==> config.mk <==
export PLATFORM = sky130hd
export DESIGN_NAME = mvlr_regs
export DESIGN_NICKNAME = d
export VERILOG_FILES = /design/src/rtl/mvlr_regs.v
export VERILOG_INCLUDE_DIRS = /design/src /design/src/shared
export SDC_FILE = /design/constraint.sdc
export NUM_CORES = 2
export LEC_CHECK = 0
export BUFFER_PORTS_ARGS = -buffer_cell sky130_fd_sc_hd__buf_2
export CORE_UTILIZATION = 59
export CTS_CLUSTER_DIAMETER = 200
export DETAILED_ROUTE_END_ITERATION = 12
export PLACE_DENSITY = 0.82
export SYNTH_ARGS = -nofsm -noshare
export SYNTH_HDL_FRONTEND = slang
export SYNTH_SLANG_ARGS = --single-unit
==> constraint.sdc <==
create_clock -name clk_i -period 18.5 [get_ports clk_i]
set_input_delay 0.925 -clock clk_i [delete_from_list [all_inputs] [get_ports clk_i]]
set_output_delay 0.925 -clock clk_i [all_outputs]
set_load 0.1 [all_outputs]
==> src/shared/mvlr_map.vh <==
// Register map constants for the margin and voltage limit register bank.
// Assumes byte-wide command codes on the management bus side.
`ifndef MVLR_MAP_VH
`define MVLR_MAP_VH

// Command codes
`define MVLR_CMD_MARGIN_UP        8'hd5
`define MVLR_CMD_MARGIN_DOWN      8'hd6
`define MVLR_CMD_LIMIT_PCT        8'hd7
`define MVLR_CMD_OPTIONS          8'he5

// Margin-up restore values and range
`define MVLR_MUP_RESTORE_0        16'h0009
`define MVLR_MUP_RESTORE_1        16'h000f
`define MVLR_MUP_MAX              16'h001f

// Margin-down restore values and range
`define MVLR_MDN_RESTORE_0        16'hfff7
`define MVLR_MDN_RESTORE_1        16'hfff1
`define MVLR_MDN_MIN              16'hffc0

// Options layout and reset value
`define MVLR_OPT_RESET            16'h0084
`define MVLR_OPT_WR_MASK          16'h7fff
`define MVLR_OPT_NEGLIM_BIT       0
`define MVLR_OPT_MONADC_BIT       2
`define MVLR_OPT_AUTOARA_BIT      7
`define MVLR_OPT_RSMLO_BIT        13
`define MVLR_OPT_RSMHI_BIT        14

// Limit select register
`define MVLR_PCT_RESET            8'h00
`define MVLR_PCT_WR_MASK          8'h03

// Reset values at the stored widths of the margin and limit registers
`define MVLR_MUP_RESET_Q          5'h09
`define MVLR_MDN_RESET_Q          7'h77
`define MVLR_PCT_RESET_Q          2'h0

// Hysteresis release points in percent
`define MVLR_PG_OV_RELEASE        8'd105
`define MVLR_PG_UV_RELEASE        8'd95

`endif

==> src/rtl/mvlr_regs.v <==
// Margin offset, OV/UV percent limit and options registers of a buck
// converter, with threshold generation and power-good hysteresis.
// Assumes a command decoder gives a one-cycle write or read strobe with a
// command code, and that reference and feedback arrive as unsigned codes.
//
// Notes on behaviour
// - margin-up selected adds the margin-up offset to the loop reference.
// - loop slave ignores margin and limit writes, NACKs, flags invalid command and raises alert.
// - margin values use exponent -9, one count per 1.953 mV step.
// - margin-up accepts 0 to 31 counts.
// - out-of-range margin clamps to nearer limit, alerts, sets summary and data bits.
// - reference is also bounded by max, min, command, scale and trim.
// - reference slews at rise, transition or fall rate by converter state.
// - margin-up is 16 bits, bits 4..0 writable, others read zero.
// - margin-up restores to 0009h or 000fh by its restore select bit.
// - margin-down selected adds the negative margin-down offset.
// - margin-down accepts -64 to -1 counts in two's complement.
// - margin-down writable bits 5..0 and sign, upper byte sign-extended ones.
// - margin-down restores to fff7h or fff1h by its restore select bit.
// - limit select is one byte, bits 1..0 writable and stored, reset zero.
// - select code picks UV fault and warning percentages 83/88,88/90,72/78,58/64.
// - OV warning/fault are 112/117 percent, code 01 gives 110/112.
// - power-good drops when feedback crosses OV or UV warning level.
// - power-good returns below 105 percent after OV, above 95 after UV.
// - options 16 bits, bit 15 reserved, bits 7 and 2 reset to one.
// - store-all-defaults copies options into nonvolatile storage.
// - options bit 0 disables negative current limit on low-side switch.
// - margin bits have no backup, restore only via options select bits.
// - reference is scaled command plus trim plus gated margins, times step.

`timescale 1ns/10ps
`default_nettype none
`include "mvlr_map.vh"

module mvlr_regs #(
	parameter REF_W = 12
) (
	// Clock and reset
	input  wire              clk_i,
	input  wire              nrst_i,
	// Command access
	input  wire              wr_i,
	input  wire              rd_i,
	input  wire [7:0]        cmd_i,
	input  wire [15:0]       wdata_i,
	input  wire              loop_slave_i,
	input  wire              store_all_i,
	input  wire              restore_i,
	input  wire [15:0]       nv_options_i,
	input  wire [7:0]        nv_pct_i,
	// Reference inputs
	input  wire [1:0]        operation_margin_i,
	input  wire [REF_W-1:0]  scaled_command_i,
	input  wire [15:0]       trim_i,
	input  wire [REF_W-1:0]  ref_max_i,
	input  wire [REF_W-1:0]  ref_min_i,
	input  wire [1:0]        conv_state_i,
	input  wire [REF_W-1:0]  feedback_input_i,
	// Register read back and bus status
	output reg  [15:0]       rdata_o,
	output reg               nack_o,
	output reg               invalid_command_fault_o,
	output reg               invalid_data_o,
	output reg               comm_memory_summary_bit_o,
	output reg               smbalert_o,
	// Stored copies
	output reg               nv_write_o,
	output reg  [15:0]       nv_options_o,
	output reg  [7:0]        nv_pct_o,
	// Derived controls
	output reg  [REF_W-1:0]  loop_reference_o,
	output reg  [1:0]        slew_select_o,
	output reg  [REF_W-1:0]  ov_warn_o,
	output reg  [REF_W-1:0]  ov_fault_o,
	output reg  [REF_W-1:0]  uv_warn_o,
	output reg  [REF_W-1:0]  uv_fault_o,
	output reg               power_good_o,
	output reg               negative_limit_disable_o,
	output reg               monitor_converter_enable_o,
	output reg               auto_alert_response_mask_o
);

	// Converter states for slew choice
	localparam ST_SOFT_START = 2'b00;
	localparam ST_STEADY     = 2'b01;
	localparam ST_OFF_DELAY  = 2'b10;
	localparam ST_SOFT_STOP  = 2'b11;
	// Slew rate selections
	localparam SLEW_RISE     = 2'b00;
	localparam SLEW_TRANS    = 2'b01;
	localparam SLEW_FALL     = 2'b10;

	reg  [4:0]  mup_q;
	reg  [6:0]  mdn_q;
	reg  [1:0]  pct_q;
	reg  [15:0] opt_q;

	// Register hit decode; slaves may not touch the margin and limit set
	wire hit_mup = (cmd_i == `MVLR_CMD_MARGIN_UP);
	wire hit_mdn = (cmd_i == `MVLR_CMD_MARGIN_DOWN);
	wire hit_pct = (cmd_i == `MVLR_CMD_LIMIT_PCT);
	wire hit_opt = (cmd_i == `MVLR_CMD_OPTIONS);
	wire locked  = loop_slave_i & (hit_mup | hit_mdn | hit_pct);
	wire acc     = wr_i | rd_i;
	wire wr_ok   = wr_i & ~locked;

	// Range checks on written margin values
	wire signed [15:0] wval   = wdata_i;
	wire mup_hi  = (wval > $signed(`MVLR_MUP_MAX));
	wire mup_lo  = wval[15];
	wire mdn_hi  = ~wval[15];
	wire mdn_lo  = (wval < $signed(`MVLR_MDN_MIN));
	wire bad_mup = wr_ok & hit_mup & (mup_hi | mup_lo);
	wire bad_mdn = wr_ok & hit_mdn & (mdn_hi | mdn_lo);

	// Restore targets chosen from options select bits; no own backup
	wire [15:0] mup_rst = opt_q[`MVLR_OPT_RSMHI_BIT] ? `MVLR_MUP_RESTORE_1
		: `MVLR_MUP_RESTORE_0;
	wire [15:0] mdn_rst = opt_q[`MVLR_OPT_RSMLO_BIT] ? `MVLR_MDN_RESTORE_1
		: `MVLR_MDN_RESTORE_0;

	// Register storage; read-only bits are simply never written
	always @(posedge clk_i or negedge nrst_i) begin
		if (!nrst_i) begin
			mup_q <= `MVLR_MUP_RESET_Q;
			mdn_q <= `MVLR_MDN_RESET_Q;
			pct_q <= `MVLR_PCT_RESET_Q;
			opt_q <= `MVLR_OPT_RESET;
		end else if (restore_i) begin
			// A reload beats a same-cycle write so it is never half applied
			mup_q <= mup_rst[4:0];
			mdn_q <= {mdn_rst[15], mdn_rst[5:0]};
			pct_q <= nv_pct_i[1:0];
			opt_q <= nv_options_i & `MVLR_OPT_WR_MASK;
		end else if (wr_ok) begin
			if (hit_mup) begin
				// Clamp to the nearer limit
				if (mup_hi)
					mup_q <= 5'h1f;
				else if (mup_lo)
					mup_q <= 5'h00;
				else
					mup_q <= wdata_i[4:0];
			end
			if (hit_mdn) begin
				// Keep the sign set, clamp range
				if (mdn_hi)
					mdn_q <= 7'h7f;
				else if (mdn_lo)
					mdn_q <= 7'h40;
				else
					mdn_q <= {1'b1, wdata_i[5:0]};
			end
			if (hit_pct)
				pct_q <= wdata_i[1:0];
			if (hit_opt)
				opt_q <= wdata_i & `MVLR_OPT_WR_MASK;
		end
	end

	// Read mux and refusal pulse; a locked read answers zero so that no
	// margin or limit value leaks out of a loop-slave device
	always @(posedge clk_i or negedge nrst_i) begin
		if (!nrst_i) begin
			rdata_o <= 16'h0000;
			nack_o  <= 1'b0;
		end else begin
			nack_o <= acc & locked;
			if (rd_i & ~locked) begin
				case (cmd_i)
				`MVLR_CMD_MARGIN_UP: rdata_o <= {11'h000, mup_q};
				`MVLR_CMD_MARGIN_DOWN: rdata_o <= {{9{mdn_q[6]}}, mdn_q};
				`MVLR_CMD_LIMIT_PCT: rdata_o <= {14'h0000, pct_q};
				`MVLR_CMD_OPTIONS: rdata_o <= opt_q;
				default: rdata_o <= 16'h0000;
				endcase
			end else if (rd_i) begin
				rdata_o <= 16'h0000;
			end
		end
	end

	// Status flags are sticky until reset; with no clear port the host
	// sees every refusal or clamp since power-up
	always @(posedge clk_i or negedge nrst_i) begin
		if (!nrst_i) begin
			invalid_command_fault_o   <= 1'b0;
			invalid_data_o            <= 1'b0;
			comm_memory_summary_bit_o <= 1'b0;
			smbalert_o                <= 1'b0;
		end else begin
			if (acc & locked)
				invalid_command_fault_o <= 1'b1;
			if (bad_mup | bad_mdn)
				invalid_data_o <= 1'b1;
			if ((acc & locked) | bad_mup | bad_mdn) begin
				comm_memory_summary_bit_o <= 1'b1;
				smbalert_o                <= 1'b1;
			end
		end
	end

	// Reference sum in steps, gated margins, then bounded
	// Trim is cut to the sum width, which holds for REF_W up to 13 only
	wire signed [REF_W+2:0] ref_sum = $signed({3'b000, scaled_command_i})
		+ $signed(trim_i[REF_W+2:0])
		+ (operation_margin_i[1] ? $signed({{(REF_W-2){1'b0}}, mup_q})
			: $signed({(REF_W+3){1'b0}}))
		+ (operation_margin_i[0] ? $signed({{(REF_W-4){mdn_q[6]}}, mdn_q})
			: $signed({(REF_W+3){1'b0}}));
	wire signed [REF_W+2:0] s_max = $signed({3'b000, ref_max_i});
	wire signed [REF_W+2:0] s_min = $signed({3'b000, ref_min_i});
	wire [REF_W-1:0] ref_clip = (ref_sum > s_max) ? ref_max_i
		: (ref_sum < s_min) ? ref_min_i : ref_sum[REF_W-1:0];

	// Percent of a reference value; division truncates, and a level above
	// full scale saturates, since a wrapped OV level would trip at once
	function [REF_W-1:0] pct_of;
		input [REF_W-1:0] r;
		input [7:0]       p;
		reg   [REF_W+7:0] prod;
		reg   [REF_W+7:0] quot;
		begin
			prod = r * p;
			quot = prod / 8'd100;
			if (quot > {{8{1'b0}}, {REF_W{1'b1}}})
				pct_of = {REF_W{1'b1}};
			else
				pct_of = quot[REF_W-1:0];
		end
	endfunction

	// UV and OV percentage tables by select code
	reg [7:0] uvf_p;
	reg [7:0] uvw_p;
	reg [7:0] ovw_p;
	reg [7:0] ovf_p;
	always @* begin
		ovw_p = 8'd112;
		ovf_p = 8'd117;
		case (pct_q)
		2'b00: begin
			uvf_p = 8'd83;
			uvw_p = 8'd88;
		end
		// Code 01 is the narrow window, so the OV levels move in as well
		2'b01: begin
			uvf_p = 8'd88;
			uvw_p = 8'd90;
			ovw_p = 8'd110;
			ovf_p = 8'd112;
		end
		2'b10: begin
			uvf_p = 8'd72;
			uvw_p = 8'd78;
		end
		default: begin
			uvf_p = 8'd58;
			uvw_p = 8'd64;
		end
		endcase
	end

	// Power-good trip and release against the current reference
	wire [REF_W-1:0] ovw_lvl = pct_of(loop_reference_o, ovw_p);
	wire [REF_W-1:0] uvw_lvl = pct_of(loop_reference_o, uvw_p);
	wire [REF_W-1:0] ov_rel  = pct_of(loop_reference_o, `MVLR_PG_OV_RELEASE);
	wire [REF_W-1:0] uv_rel  = pct_of(loop_reference_o, `MVLR_PG_UV_RELEASE);
	wire [REF_W-1:0] ovf_lvl = pct_of(loop_reference_o, ovf_p);
	wire [REF_W-1:0] uvf_lvl = pct_of(loop_reference_o, uvf_p);
	// Live crossings, used both to trip and to drop power-good at once
	wire             ov_cross = (feedback_input_i > ovw_lvl);
	wire             uv_cross = (feedback_input_i < uvw_lvl);
	reg ov_trip_q;
	reg uv_trip_q;

	// Outputs derived from registers, all flopped
	always @(posedge clk_i or negedge nrst_i) begin
		if (!nrst_i) begin
			loop_reference_o           <= {REF_W{1'b0}};
			slew_select_o              <= SLEW_RISE;
			ov_warn_o                  <= {REF_W{1'b0}};
			ov_fault_o                 <= {REF_W{1'b0}};
			uv_warn_o                  <= {REF_W{1'b0}};
			uv_fault_o                 <= {REF_W{1'b0}};
			ov_trip_q                  <= 1'b0;
			uv_trip_q                  <= 1'b0;
			power_good_o               <= 1'b0;
		end else begin
			loop_reference_o <= ref_clip;
			// Turn-off delay keeps the steady transition rate
			case (conv_state_i)
			ST_SOFT_START: slew_select_o <= SLEW_RISE;
			ST_STEADY:     slew_select_o <= SLEW_TRANS;
			ST_OFF_DELAY:  slew_select_o <= SLEW_TRANS;
			ST_SOFT_STOP:  slew_select_o <= SLEW_FALL;
			default:       slew_select_o <= SLEW_TRANS;
			endcase
			ov_warn_o  <= ovw_lvl;
			ov_fault_o <= ovf_lvl;
			uv_warn_o  <= uvw_lvl;
			uv_fault_o <= uvf_lvl;
			// Trip on crossing, hold until the hysteresis point
			if (ov_cross)
				ov_trip_q <= 1'b1;
			else if (feedback_input_i < ov_rel)
				ov_trip_q <= 1'b0;
			if (uv_cross)
				uv_trip_q <= 1'b1;
			else if (feedback_input_i > uv_rel)
				uv_trip_q <= 1'b0;
			// The trip flags lag a cycle, so the live crossing also gates
			// power-good and a one-cycle spike still drops it
			power_good_o <= ~(ov_trip_q | uv_trip_q) & ~ov_cross & ~uv_cross;
		end
	end

	// Option bit copies and the store snapshot; the copies follow the
	// register every cycle, so a write takes effect one cycle later
	always @(posedge clk_i or negedge nrst_i) begin
		if (!nrst_i) begin
			negative_limit_disable_o   <= 1'b0;
			monitor_converter_enable_o <= 1'b1;
			auto_alert_response_mask_o <= 1'b1;
			nv_write_o                 <= 1'b0;
			nv_options_o               <= `MVLR_OPT_RESET;
			nv_pct_o                   <= `MVLR_PCT_RESET;
		end else begin
			negative_limit_disable_o   <= opt_q[`MVLR_OPT_NEGLIM_BIT];
			monitor_converter_enable_o <= opt_q[`MVLR_OPT_MONADC_BIT];
			auto_alert_response_mask_o <= opt_q[`MVLR_OPT_AUTOARA_BIT];
			// Snapshot for nonvolatile store
			nv_write_o <= store_all_i;
			if (store_all_i) begin
				nv_options_o <= opt_q;
				nv_pct_o     <= {6'h00, pct_q};
			end
		end
	end

endmodule // mvlr_regs

`default_nettype wire

==> impl_metrics.yaml <==
floorplanning:
  rows: 96
  coreArea_um2: 68950
  dieArea_um2: 71010
  chipWidth_um: 266.5
  start_util: 0.5986
  num_io_pins: 235
  die_height_um: 266.5
setup_path:
  cpMostUsedCell: "buf_4"
  path_max_fanout: 11
  crit_buf_inv: 12
  start_kind: "flop"
  worst_setup_path_end_kind: "flop"
  crit_type: "flop to flop"
  critPathTopFamily: "compound AO/OA/AOI/OAI gates"
  cp_slowest_cell: "or4_4"
  cp.arrival_ns: 18.51
  required_ns: 18.91
  cp_slowest_stage_delay_ns: 0.57
sta:
  timing.final.crit_share: 0.9787
  setup_viol: 0
  skew_ns: 0.03032
  fin_hold_ws_ns: 0.3911
  rsz0062_at_grt: "true"
  fin_crit_ns: 18.11
  worst_pin_slew_ns: 1.032
  fmax_ghz: 0.05523
  max_slew_margin: 0.2945
  hold_viol: 0
  slew_viol_final: 0
global_route:
  grt_overflow: 0
  grt-busiest-layer: "met2"
  grt_util_all_layers: 0.3508
  grt_pass1_vias: 41411
  grt_max_degree: 82
  antenna_found_initial: 3
  grt_use_met2: 0.5755
  use_met1: 0.4650
  grt_pass1_wl_mm: 208.2
  use_met3: 0.05010
route:
  wl_per_cell_um: 19.20
  first_pass_iters: 7
  vias: 44796
  drtIter0Drc: 4766
  route.detailed.drc: 0
  via_per_inst: 6.648
  ant_nets: 0
  finalWirelength_mm: 129.4
placement:
  gp_congestion: 0.9924
  io_buffers: 219
  dpl.hpwl_mm: 100.6
logic_synthesis:
  seq_area_frac_synth: 0.08165
  ys.flop_type: "dfrtp_1"
  synthCells: 5496
  yosysUniqueCellTypes: 149
  ys_ff_latch: 134
  ys_async_sr_fraction: 1.000
  synth_edf_count: 0
  ys.warnings.count: 0
  syn-cell-area_um2: 41270
  avgSynthCellArea_um2: 7.509
run_status:
  status: "complete, no violations"
clocking:
  clockRootBuffer: "clkbuf_16"
  cts_buffer_depth: 2
  cts_max_level: 4
  cts.sinks: 134
  clk_latency_ns: 0.50
  clk_pin_slew_ns: 0.09
  cts_tree: "yes"
  cts_made_buffers: 17
finish:
  layout_commonest_cell: "nor2_1"
  drive_above_1_share: 0.1540
  area_growth_syn_to_layout_pct: 11.60
  final_cell_mix: "511 x nor2_1, 420 x nand2_1, 392 x ha_1, 381 x inv_1, 316 x a21oi_1"
  nNetsFinal: 6492
job:
  cap_viol_max_count: 0
hold_path:
  hold_path.class: "flop to flop"
==> cells by family (layout without fill, tap and decap cells) <==
family	after synthesis	count (layout)	share of synthesized area
simple gates	1979	1979	0.2421
compound gates	1761	1762	0.3047
fa+ha+maj	592	592	0.2117
buf+inv	581	881	0.05600
xor+xnor	291	291	0.06312
mux	157	157	0.04066
flops	134	134	0.08165
other cells	1	11	0.00009087
==> routing by layer <==
metal	wire [um]	up-vias	share of wire
met5	0	-	0
met4	4822	0	0.037
met3	10360	340	0.080
met2	59750	2063	0.46
met1	54450	21265	0.42
li1	-	21128	-
==> worst register-to-register path: cells and delay by family, from the launching register on <==
family | cells | cell delay (ns)
fa+ha+maj | 7 | 2.58
xor+xnor | 1 | 0.10
buf+inv | 12 | 2.11
simple gates | 22 | 5.06
compound gates | 27 | 5.84
mux | 6 | 1.83
flops | 1 | 0.51
==> final timing paths <==
check,startpoint,endpoint,slack [ns],cells after the start
worst max register to register,pct_q[0],power_good_o,0.39,75
worst min register to register,opt_q[7],auto_alert_response_mask_o,0.39,0
worst max-delay path,pct_q[0],power_good_o,0.39,75
max in group asynchronous,nrst_i,loop_reference_o[3],16.61,2
worst min-delay path,opt_q[7],auto_alert_response_mask_o,0.39,0
min in group asynchronous,nrst_i,ov_warn_o[10],0.49,1
==> Yosys cell counts, types with 31 or more instances <==
cell | instances | area share
a31oi_1 | 98 | 0.015
ha_1 | 395 | 0.12
o21a_1 | 69 | 0.013
fa_1 | 182 | 0.088
buf_2 | 31 | 0.0038
nor2b_1 | 48 | 0.0073
o21ai_1 | 67 | 0.0081
o211ai_1 | 91 | 0.017
nor2_1 | 516 | 0.047
or2_2 | 50 | 0.0076
dfrtp_1 | 121 | 0.073
inv_1 | 381 | 0.035
nor3_1 | 171 | 0.021
a21o_1 | 77 | 0.014
xnor2_1 | 224 | 0.048
a211oi_1 | 73 | 0.013
nor4_1 | 57 | 0.0086
a211o_1 | 44 | 0.0093
a31o_2 | 33 | 0.0070
nand3_1 | 164 | 0.020
mux2i_1 | 92 | 0.022
o21ai_0 | 279 | 0.034
a21oi_1 | 326 | 0.040
or3_1 | 79 | 0.012
clkbuf_1 | 139 | 0.013
nand4_1 | 85 | 0.013
and2_1 | 116 | 0.018
o31ai_1 | 47 | 0.0085
o22ai_1 | 36 | 0.0055
nand2b_1 | 74 | 0.011
nand2_1 | 423 | 0.038
xor2_1 | 62 | 0.013
and3_1 | 64 | 0.0097
mux2_2 | 57 | 0.016
==> repair_timing <==
action,in CTS,in global routing
cloned,0,1
setup endpoints to repair,1,5
endpoints found under the hold margin,0,0
pin swaps,1,32
setup buffers,2,34
hold buffers,0,0
resized for setup,7,162
==> registers in the layout (all words and copies together), names as in the netlist, 2 cells and up <==
name              flops
ov_fault_o           12
mdn_q                 6
slew_select_o         2
nv_options_o         15
loop_reference_o     12
mup_q                 5
rdata_o              16
ov_warn_o            12
nv_pct_o              2
uv_warn_o            12
uv_fault_o           12
pct_q                 2
opt_q                15
==> cell type report <==
type | instances | area, um2
well taps | 931 | 1165
fillers | 5987 | 22890
inverters | 383 | 1438
multi-input cells | 4790 | 36470
clock buffers | 17 | 425.4
repair buffers | 466 | 2969
diodes | 2 | 5.005
flip-flops and latches | 134 | 3372
clock inverters | 15 | 207.7
==> metrics by stage <==
| stage | TNS [ns] | util | area [um2] | worst slack (ns) | cells |
|---|---|---|---|---|---|
| finish | 0 | 0.6680 | 46060 | 0.3941 | 6738 |
| global route | -0.3163 | 0.6680 | 46060 | -0.3131 | 6738 |
| CTS | 0 | 0.6522 | 44970 | 0.02744 | 6701 |
| detailed placement | -0.07670 | 0.6423 | 44290 | -0.07670 | 6667 |
| global placement | 0 | 0.6423 | 44290 | 0.2886 | 6667 |
| floorplan | 0 | - | 41300 | 0.1456 | 5504 |
Power is not shown: default switching activity piles up to over one toggle a cycle in this logic, so the estimate is an artifact.
